File: src/srav_pkg.sv
// Package for the attribute-values record command block: register map, codes, record layout, resets.
// Assumes a 32-bit AXI4-Lite master with byte addresses and one clock domain.
package srav_pkg;
	// Register byte addresses
	localparam logic [7:0] A_DATA  = 8'h00;
	localparam logic [7:0] A_FEAT  = 8'h04;
	localparam logic [7:0] A_CYLLO = 8'h10;
	localparam logic [7:0] A_CYLHI = 8'h14;
	localparam logic [7:0] A_CMD   = 8'h1c;
	localparam logic [7:0] A_CFG   = 8'h20;
	localparam logic [7:0] A_COUNT = 8'h24;
	localparam logic [7:0] A_SEL   = 8'h28;
	localparam logic [7:0] A_ATTR  = 8'h2c;
	// Command codes and key values
	localparam logic [7:0] CMD_SMART  = 8'hb0;
	localparam logic [7:0] FEAT_RDVAL = 8'hd0;
	localparam logic [7:0] KEY_LO     = 8'h4f;
	localparam logic [7:0] KEY_HI     = 8'hc2;
	// Status and error bit positions
	localparam int ST_BSY_BIT  = 7;
	localparam int ST_DRDY_BIT = 6;
	localparam int ST_DRQ_BIT  = 3;
	localparam int ST_ERR_BIT  = 0;
	localparam int ER_ABRT_BIT = 2;
	// Record layout, byte offsets
	localparam logic [15:0] REV_WORD   = 16'h0004;
	localparam logic [8:0]  SLOT_BASE  = 9'd2;
	localparam logic [8:0]  SLOT_BYTES = 9'd12;
	localparam logic [4:0]  SLOT_NUM   = 5'd30;
	localparam logic [8:0]  RSV_BASE   = 9'd362;
	localparam logic [8:0]  CAP_BASE   = 9'd368;
	localparam logic [7:0]  LAST_WORD  = 8'hff;
	localparam logic [3:0]  POS_ID     = 4'd0;
	localparam logic [3:0]  POS_FLO    = 4'd1;
	localparam logic [3:0]  POS_VAL    = 4'd3;
	// Attribute value codes
	localparam logic [7:0] VAL_INIT  = 8'h64;
	localparam logic [7:0] VAL_BAD   = 8'hfe;
	localparam logic [7:0] VAL_ZERO  = 8'h00;
	localparam logic [7:0] VAL_ONES  = 8'hff;
	// Reset values
	localparam logic [4:0] CFG_RST   = 5'h01;
	localparam logic [4:0] COUNT_RST = 5'h00;
	// AXI responses
	localparam logic [1:0] RESP_OKAY   = 2'b00;
	localparam logic [1:0] RESP_SLVERR = 2'b10;
	// Command sequencer, Gray coded
	typedef enum logic [1:0] {
		ST_IDLE = 2'b00,
		ST_BUSY = 2'b01,
		ST_XFER = 2'b11
	} srav_state_t;
endpackage

File: src/srav_cmd.sv
// Device-side interpreter for the read-attribute-values command, with record assembly.
// Assumes the task file is reached over AXI4-Lite and the nonvolatile store answers on the same clock.
//
// Notes on behaviour
// - Abort on no support, SMART off or bad qualifiers; set error and abort bits.
// - Accept: busy, commit attributes, then DRQ, busy off, INTRQ; await 512-byte read.
// - Entries keep their table slot after the revision word; an empty slot below the count stays in place as zeros.
// - Active count chosen per device up to thirty; unused slots read zero.
// - Layout: revision, thirty slots, reserved, capability, reserved, vendor, checksum.
// - First two bytes carry the structure revision, same as threshold record.
// - Slot is id, flag word, value, eight vendor bytes.
// - Nonzero id marks an active slot, zero marks empty.
// - Value stays in range; all-zeros and all-ones are never reported.
// - Before monitoring starts every value reads as the initial value.
// - Flag bit zero marks pre-failure versus advisory.
// - Flag bit one and bits seven up are reserved; three to six vendor.
// - Final byte makes all 512 bytes sum to zero.
// - Capability bit zero pre-power save, bit one autosave supported, rest reserved.
`timescale 1ns/100ps
module srav_cmd (
	input  wire logic        i_clock,
	input  wire logic        i_rst_n,
	input  wire logic [7:0]  i_awaddr,
	input  wire logic        i_awvalid,
	output logic             o_awready,
	input  wire logic [31:0] i_wdata,
	input  wire logic [3:0]  i_wstrb,
	input  wire logic        i_wvalid,
	output logic             o_wready,
	output logic [1:0]       o_bresp,
	output logic             o_bvalid,
	input  wire logic        i_bready,
	input  wire logic [7:0]  i_araddr,
	input  wire logic        i_arvalid,
	output logic             o_arready,
	output logic [31:0]      o_rdata,
	output logic [1:0]       o_rresp,
	output logic             o_rvalid,
	input  wire logic        i_rready,
	output logic             o_nv_save_req,
	input  wire logic        i_nv_save_done,
	output logic             o_intrq
);
	import srav_pkg::*;

	typedef struct packed {
		srav_state_t         st;
		logic [7:0]          feat;
		logic [7:0]          cyl_lo;
		logic [7:0]          cyl_hi;
		logic                bsy;
		logic                drq;
		logic                err;
		logic                abrt;
		logic                intrq;
		logic                nv_req;
		logic [4:0]          cfg;
		logic [4:0]          count;
		logic [4:0]          sel;
		logic [29:0][7:0]    id;
		logic [29:0][7:0]    val;
		logic [29:0][4:0]    flg;
		logic [7:0]          widx;
		logic [7:0]          sum;
		logic                aw_got;
		logic [7:0]          awaddr;
		logic                w_got;
		logic [31:0]         wdata;
		logic [3:0]          wstrb;
		logic                bvalid;
		logic [1:0]          bresp;
		logic                rvalid;
		logic [31:0]         rdata;
		logic [1:0]          rresp;
	} srav_st_t;

	srav_st_t s;
	srav_st_t next_s;
	logic     cmd_ok;
	logic     cmd_fire;
	logic     data_fire;
	logic     idle;

	// Flag word from stored bits; bit 1, bit 2 and bits 7..15 forced to zero
	function automatic logic [15:0] flag_word(input logic [4:0] f);
		return {9'h000, f[4:1], 2'b00, f[0]};
	endfunction

	// Reported value: initial code before monitoring, reserved codes mapped to not-valid
	function automatic logic [7:0] rep_val(input logic mon, input logic [7:0] v);
		logic [7:0] r;
		r = v;
		if (!mon)
			r = VAL_INIT;
		else if (v == VAL_ZERO || v == VAL_ONES)
			r = VAL_BAD;
		return r;
	endfunction

	// One record byte by offset; computed on the fly so no 512-byte buffer is kept
	function automatic logic [7:0] rec_byte(input srav_st_t t, input logic [8:0] off);
		logic [8:0]  rel;
		logic [4:0]  slot;
		logic [3:0]  pos;
		logic [15:0] fw;
		logic [7:0]  b;
		rel  = off - SLOT_BASE;
		slot = 5'(rel / SLOT_BYTES);
		pos  = 4'(rel % SLOT_BYTES);
		fw   = 16'h0000;
		b    = 8'h00;
		if (off == 9'd0)
			b = REV_WORD[7:0];
		else if (off == 9'd1)
			b = REV_WORD[15:8];
		else if (off < RSV_BASE) begin
			if (slot < t.count && t.id[slot] != 8'h00) begin
				fw = flag_word(t.flg[slot]);
				unique case (pos)
					POS_ID:  b = t.id[slot];
					POS_FLO: b = fw[7:0];
					4'd2:    b = fw[15:8];
					POS_VAL: b = rep_val(t.cfg[2], t.val[slot]);
					default: b = 8'h00; // Vendor bytes left zero
				endcase
			end
		end else if (off == CAP_BASE)
			b = {6'h00, t.cfg[4:3]};
		return b;
	endfunction

	// Handshake readies straight from state
	assign o_awready     = !s.aw_got && !s.bvalid;
	assign o_wready      = !s.w_got && !s.bvalid;
	assign o_arready     = !s.rvalid;
	assign o_bvalid      = s.bvalid;
	assign o_bresp       = s.bresp;
	assign o_rvalid      = s.rvalid;
	assign o_rdata       = s.rdata;
	assign o_rresp       = s.rresp;
	assign o_nv_save_req = s.nv_req;
	assign o_intrq       = s.intrq;
	assign idle          = s.st == ST_IDLE;

	// Qualifier check on the latched command byte
	assign cmd_ok = s.cfg[0] && s.cfg[1] && s.wdata[7:0] == CMD_SMART && s.feat == FEAT_RDVAL
		&& s.cyl_lo == KEY_LO && s.cyl_hi == KEY_HI;

	// Next state; read side first so that later events setting INTRQ win over a status-read clear
	always_comb begin
		logic [7:0] lo;
		logic [7:0] hi;
		lo        = 8'h00;
		hi        = 8'h00;
		next_s    = s;
		cmd_fire  = 1'b0;
		data_fire = 1'b0;
		if (i_rready && s.rvalid)
			next_s.rvalid = 1'b0;
		if (i_arvalid && !s.rvalid) begin
			next_s.rvalid = 1'b1;
			next_s.rresp  = RESP_OKAY;
			next_s.rdata  = 32'h0000_0000;
			case (i_araddr)
				A_DATA: begin
					if (s.st == ST_XFER) begin
						data_fire = 1'b1;
						lo = rec_byte(s, {s.widx, 1'b0});
						if (s.widx == LAST_WORD)
							hi = 8'h00 - 8'(s.sum + lo);
						else
							hi = rec_byte(s, {s.widx, 1'b1});
						next_s.rdata = {16'h0000, hi, lo};
						next_s.sum   = 8'(s.sum + lo + hi);
						next_s.widx  = 8'(s.widx + 8'h01);
						if (s.widx == LAST_WORD) begin
							next_s.st  = ST_IDLE;
							next_s.drq = 1'b0;
						end
					end
				end
				A_FEAT: next_s.rdata[ER_ABRT_BIT] = s.abrt;
				A_CYLLO: next_s.rdata[7:0] = s.cyl_lo;
				A_CYLHI: next_s.rdata[7:0] = s.cyl_hi;
				A_CMD: begin
					next_s.rdata[ST_BSY_BIT]  = s.bsy;
					next_s.rdata[ST_DRDY_BIT] = 1'b1; // Always ready; no spin-up modelled
					next_s.rdata[ST_DRQ_BIT]  = s.drq;
					next_s.rdata[ST_ERR_BIT]  = s.err;
					next_s.intrq              = 1'b0; // Status read acknowledges the interrupt
				end
				A_CFG: next_s.rdata[4:0] = s.cfg;
				A_COUNT: next_s.rdata[4:0] = s.count;
				A_SEL: next_s.rdata[4:0] = s.sel;
				A_ATTR: begin
					if (s.sel < SLOT_NUM)
						next_s.rdata = {flag_word(s.flg[s.sel]), s.val[s.sel], s.id[s.sel]};
				end
				default: next_s.rresp = RESP_SLVERR;
			endcase
		end
		// Write address and data are taken in either order and applied once both are held
		if (i_awvalid && o_awready) begin
			next_s.aw_got = 1'b1;
			next_s.awaddr = i_awaddr;
		end
		if (i_wvalid && o_wready) begin
			next_s.w_got = 1'b1;
			next_s.wdata = i_wdata;
			next_s.wstrb = i_wstrb;
		end
		if (i_bready && s.bvalid)
			next_s.bvalid = 1'b0;
		if (s.aw_got && s.w_got) begin
			next_s.aw_got = 1'b0;
			next_s.w_got  = 1'b0;
			next_s.bvalid = 1'b1;
			next_s.bresp  = RESP_OKAY;
			// Task file and tables are frozen while a command runs, keeping the record stable
			case (s.awaddr)
				A_FEAT: if (idle && s.wstrb[0]) next_s.feat = s.wdata[7:0];
				A_CYLLO: if (idle && s.wstrb[0]) next_s.cyl_lo = s.wdata[7:0];
				A_CYLHI: if (idle && s.wstrb[0]) next_s.cyl_hi = s.wdata[7:0];
				A_CMD: begin
					if (idle && s.wstrb[0]) begin
						cmd_fire     = 1'b1;
						next_s.err   = 1'b0;
						next_s.abrt  = 1'b0;
						next_s.intrq = 1'b0;
						if (cmd_ok) begin
							next_s.st     = ST_BUSY;
							next_s.bsy    = 1'b1;
							next_s.nv_req = 1'b1;
						end else begin
							next_s.err   = 1'b1;
							next_s.abrt  = 1'b1;
							next_s.intrq = 1'b1;
						end
					end
				end
				A_CFG: if (idle && s.wstrb[0]) next_s.cfg = s.wdata[4:0];
				A_COUNT: begin
					if (idle && s.wstrb[0])
						next_s.count = (s.wdata[4:0] > SLOT_NUM) ? SLOT_NUM : s.wdata[4:0];
				end
				A_SEL: if (idle && s.wstrb[0]) next_s.sel = s.wdata[4:0];
				A_ATTR: begin
					if (idle && s.sel < SLOT_NUM) begin
						if (s.wstrb[0])
							next_s.id[s.sel] = s.wdata[7:0];
						if (s.wstrb[1])
							next_s.val[s.sel] = s.wdata[15:8];
						if (s.wstrb[2])
							next_s.flg[s.sel] = {s.wdata[22:19], s.wdata[16]};
					end
				end
				default: next_s.bresp = RESP_SLVERR;
			endcase
		end
		// Sequencer: commit, then hand the record out
		unique case (s.st)
			ST_IDLE: ;
			ST_BUSY: begin
				if (i_nv_save_done) begin
					next_s.st     = ST_XFER;
					next_s.nv_req = 1'b0;
					next_s.bsy    = 1'b0;
					next_s.drq    = 1'b1;
					next_s.intrq  = 1'b1;
					next_s.widx   = 8'h00;
					next_s.sum    = 8'h00;
				end
			end
			ST_XFER: ;
			default: next_s.st = ST_IDLE;
		endcase
	end

	// Register the whole state; synchronous reset
	always_ff @(posedge i_clock) begin
		if (!i_rst_n) begin
			s       <= '0;
			s.st    <= ST_IDLE;
			s.cfg   <= CFG_RST;
			s.count <= COUNT_RST;
		end else begin
			s <= next_s;
		end
	end

	abort_flags_a: assert property (@(posedge i_clock) disable iff (!i_rst_n)
		cmd_fire && !cmd_ok |=> s.err && s.abrt && s.intrq && idle)
		else $error("bad command not aborted");
	commit_first_a: assert property (@(posedge i_clock) disable iff (!i_rst_n)
		$rose(s.drq) |-> $past(s.st) == ST_BUSY && $past(i_nv_save_done) && !s.bsy && s.intrq)
		else $error("data offered without commit");
	accept_busy_a: assert property (@(posedge i_clock) disable iff (!i_rst_n)
		cmd_fire && cmd_ok |=> s.bsy && !s.drq && s.nv_req)
		else $error("accepted command not busy");
	bsy_drq_excl_a: assert property (@(posedge i_clock) disable iff (!i_rst_n)
		!(s.bsy && s.drq))
		else $error("busy and data request together");
	rev_word_a: assert property (@(posedge i_clock) disable iff (!i_rst_n)
		data_fire && s.widx == 8'h00 |=> s.rdata[15:0] == REV_WORD)
		else $error("revision word wrong");
	checksum_zero_a: assert property (@(posedge i_clock) disable iff (!i_rst_n)
		data_fire && s.widx == LAST_WORD |=> s.sum == 8'h00)
		else $error("record sum not zero");
	idle_after_a: assert property (@(posedge i_clock) disable iff (!i_rst_n)
		data_fire && s.widx == LAST_WORD |=> idle && !s.drq ##1 !s.drq)
		else $error("no idle after record");
	value_code_a: assert property (@(posedge i_clock) disable iff (!i_rst_n)
		s.count != 5'h00 && s.id[0] != 8'h00 |->
		rec_byte(s, 9'd5) != VAL_ZERO && rec_byte(s, 9'd5) != VAL_ONES)
		else $error("reserved value code reported");
	init_value_a: assert property (@(posedge i_clock) disable iff (!i_rst_n)
		!s.cfg[2] && s.count != 5'h00 && s.id[0] != 8'h00 |-> rec_byte(s, 9'd5) == VAL_INIT)
		else $error("initial value not shown");
	empty_slot_a: assert property (@(posedge i_clock) disable iff (!i_rst_n)
		s.count == 5'h00 |-> rec_byte(s, 9'd2) == 8'h00 && rec_byte(s, 9'd5) == 8'h00)
		else $error("unused slot not zero");
	cap_rsvd_a: assert property (@(posedge i_clock) disable iff (!i_rst_n)
		rec_byte(s, CAP_BASE + 9'd1) == 8'h00 && (rec_byte(s, CAP_BASE) & 8'hfc) == 8'h00)
		else $error("capability reserved bits set");
endmodule // srav_cmd

File: config.mk
export PLATFORM = sky130hd
export DESIGN_NAME = srav_cmd
export DESIGN_NICKNAME = d
export VERILOG_FILES = /design/src/srav_pkg.sv /design/src/srav_cmd.sv
export SDC_FILE = /design/constraint.sdc
export NUM_CORES = 2
export LEC_CHECK = 0
export BUFFER_PORTS_ARGS = -buffer_cell sky130_fd_sc_hd__buf_2
export CORE_MARGIN = 1
export CORE_UTILIZATION = 43
export CTS_BUF_LIST = sky130_fd_sc_hd__clkbuf_8
export DETAILED_ROUTE_END_ITERATION = 8
export PLACE_DENSITY_LB_ADDON = 0.12
export SLEW_MARGIN = 20
export SYNTH_ARGS = -nofsm -noshare
export SYNTH_HDL_FRONTEND = slang
export SYNTH_SLANG_ARGS = --single-unit
File: constraint.sdc
create_clock -name i_clock -period 10.55 [get_ports i_clock]
set_input_delay 3.165 -clock i_clock [delete_from_list [all_inputs] [get_ports i_clock]]
set_output_delay 3.165 -clock i_clock [all_outputs]
set_load 0.05 [all_outputs]
==> flow_metrics.tcl <==
set metrics [dict create \
    outcome "complete, no violations" \
    wl_per_cell_um 27.3 \
    crit_type "flop to flop" \
    drv_slew 0 \
    initial_core_util_pct 43.6 \
    cts_made_buffers 139 \
    ys.flop_type "dfxtp_1" \
    endpoint_kind "flop" \
    cts_resized 0 \
    grt_util_all_layers_pct 35.9 \
    hold_viol 0 \
    rows 114 \
    drt_iter0_drc 6428 \
    rsz0062_at_grt "false" \
    via_count 44300 \
    hold_ws_ns 0.456 \
    die-width_um 316 \
    hpwlAfterDp_um 120000 \
    post-synth-top-area-cell "dfxtp_1" \
    yosys.cell_types.count 118 \
    yosysMostFrequentCell "nand2_1" \
    viasPerCell 6.54 \
    setup_violations 0 \
    grt_max_degree 184 \
    path_common_cell "ha_1" \
    cts_buffer_depth 3 \
    detail-route-antenna-nets 0 \
    drc 0 \
    antenna_found_initial 9 \
    htreeDepth 4 \
    worstPathRequired_ns 11.28 \
    cts_tree "built" \
    insertion_delay_ns 0.85 \
    worst_pin_slew_ns 1.19 \
    synthTopCellsByCount "1145 x nand2_1, 841 x a21oi_1, 751 x dfxtp_1" \
    area_growth_pct 9.04 \
    dieHeight_um 316 \
    grt_pass1_vias 40400 \
    min_period_ns 9.77 \
    fin_skew_ns 0.0439 \
    coreArea_mm2 0.0973 \
    hold_buffers 0 \
    max_stage_delay_ns 0.66 \
    synth_top_area_share_pct 35.4 \
    min_path_type "flop to flop" \
    synth_area_per_cell_um2 7.65 \
    startpoint_type "flop" \
    die-area_mm2 0.100 \
    grt_pass1_wl_um 270000 \
    clock-sinks 751 \
    cap_violations 0 \
    p_leak_uw 0.0148 \
    drt-pass1-iter-count 9 \
    grt-ovfl-total 0 \
    routed_wl_um 184000 \
    fin_crit_sh_pct 92.6 \
    async_reset_ff_share_pct 0 \
    cts-root-buf "clkbuf_8" \
    critPathMaxFanout 28 \
    ys_ff_latch 751 \
    drive_gt1_share_pct 12.5 \
    routabilityCongestion 1.04 \
    synth.cell_area_mm2 0.0425 \
    setup_tns_ns 0 \
    slew-limit-headroom_pct 18.1 \
    postCtsSetupBuffers 0 \
    fmax_mhz 102 \
    yosysWarnings 0 \
    ios 103 \
    synth_edf_count 0 \
    pwr_density_cell_mw_per_mm2 129 \
    ir_drop_uv 95.0 \
    synthTopCellsByArea "dfxtp_1 35%, nand2_1 10%, a21oi_1 9.9%" \
    portBuffers 77 \
    nNetsFinal 5473 \
    path_clk_slew_ns 0.06 \
    cp_slowest_cell "fa_1" \
    ys_seq_area_share_pct 35.4 \
    worstPathArrival_ns 10.49 \
    synth_cells 5548 \
]
==> layer usage <==
| metal | wire length, um | global-route usage [%] |
|---|---|---|
| met3 | 20800 | 9.28 |
| met2 | 77900 | 52.3 |
| met5 | 35 | 0 |
| met1 | 75700 | 48.7 |
| met4 | 9900 | 18.9 |
==> final timing paths <==
check	startpoint	end	slack (ns)	cells after the start
setup / recovery	s[93]$_SDFF_PN0_	s[91]$_SDFF_PN0_	0.78	34
hold / removal	flop	flop	0.46	2
setup reg to reg	s[93]$_SDFF_PN0_	s[91]$_SDFF_PN0_	0.78	34
hold reg to reg	flop	flop	0.46	2
==> metrics by stage <==
step	cell area [um2]	total power, uW	worst slack (ns)	utilization (%)	std cells
floorplan	42500	3050	1.72	-	5560
global placement	43500	3130	1.08	44.7	6514
detailed placement	43500	3130	1.08	44.7	6514
CTS	46300	5990	1.00	47.5	6758
global route	46300	6130	0.320	47.6	6762
finish	46300	5970	0.782	47.6	6762
==> cells by family after synthesis <==
family | after synthesis | share of synthesized area, %
other cells | 1 | 0.00883
compound gates | 2010 | 27.3
fa+ha+maj | 33 | 1.01
mux | 254 | 10.5
simple gates | 1884 | 19.3
xor+xnor | 31 | 0.657
flops | 751 | 35.4
buf+inv | 584 | 5.90
==> cell usage in the layout (no fill, tap or decap), drive strengths merged, types with 13 or more instances in the layout <==
cell type | synthesis | layout
a31oi | 43 | 43
o31ai | 13 | 13
nor4 | 63 | 63
nor2 | 264 | 264
nand3 | 204 | 204
mux2 | 18 | 18
mux2i | 86 | 86
xnor2 | 22 | 22
clkbuf | 402 | 172
a211oi | 15 | 15
o221ai | 20 | 20
a21o | 17 | 17
dfxtp | 751 | 751
conb | 1 | 13
ha | 31 | 31
a311oi | 35 | 35
inv | 38 | 92
buf | 143 | 224
a22o | 35 | 35
mux4 | 150 | 150
o21ai | 737 | 737
or4 | 17 | 17
a22oi | 38 | 38
a221oi | 42 | 42
and3 | 33 | 33
nand4 | 28 | 28
nor3 | 47 | 47
o22ai | 24 | 24
nand2 | 1146 | 1146
o211ai | 18 | 18
a21oi | 844 | 844
==> power breakdown <==
group | internal (uW) | total (uW) | switching [uW] | leakage [uW]
registers | 2850 | 2870 | 22.9 | 0.00606
logic | 33.8 | 208 | 174 | 0.00718
clock network | 1550 | 2890 | 1350 | 0.00161
total | 4430 | 5970 | 1540 | 0.0148
==> critical path: cells and delay by family, from the launching register on <==
| kind | cells | cell delay [ns] |
|---|---|---|
| DFF | 1 | 0.64 |
| AOI/OAI and AO/OA | 13 | 3.19 |
| buffers and inverters | 4 | 0.80 |
| xor gates and xnor gates | 3 | 0.49 |
| adders and majority gates | 4 | 1.61 |
| muxes | 1 | 0.30 |
| and+or+nand+nor | 9 | 2.57 |
==> cell type report <==
cell class | count | area [um2]
clock buffer | 172 | 2370
multi-input combinational | 4225 | 25100
timing repair buffer | 224 | 1570
clock inverter | 72 | 429
fill | 9832 | 51000
antenna | 3 | 7.51
tap | 1276 | 1600
inverter | 39 | 155
sequential | 751 | 15100
Note: power is estimated with default switching activity, not from simulation.
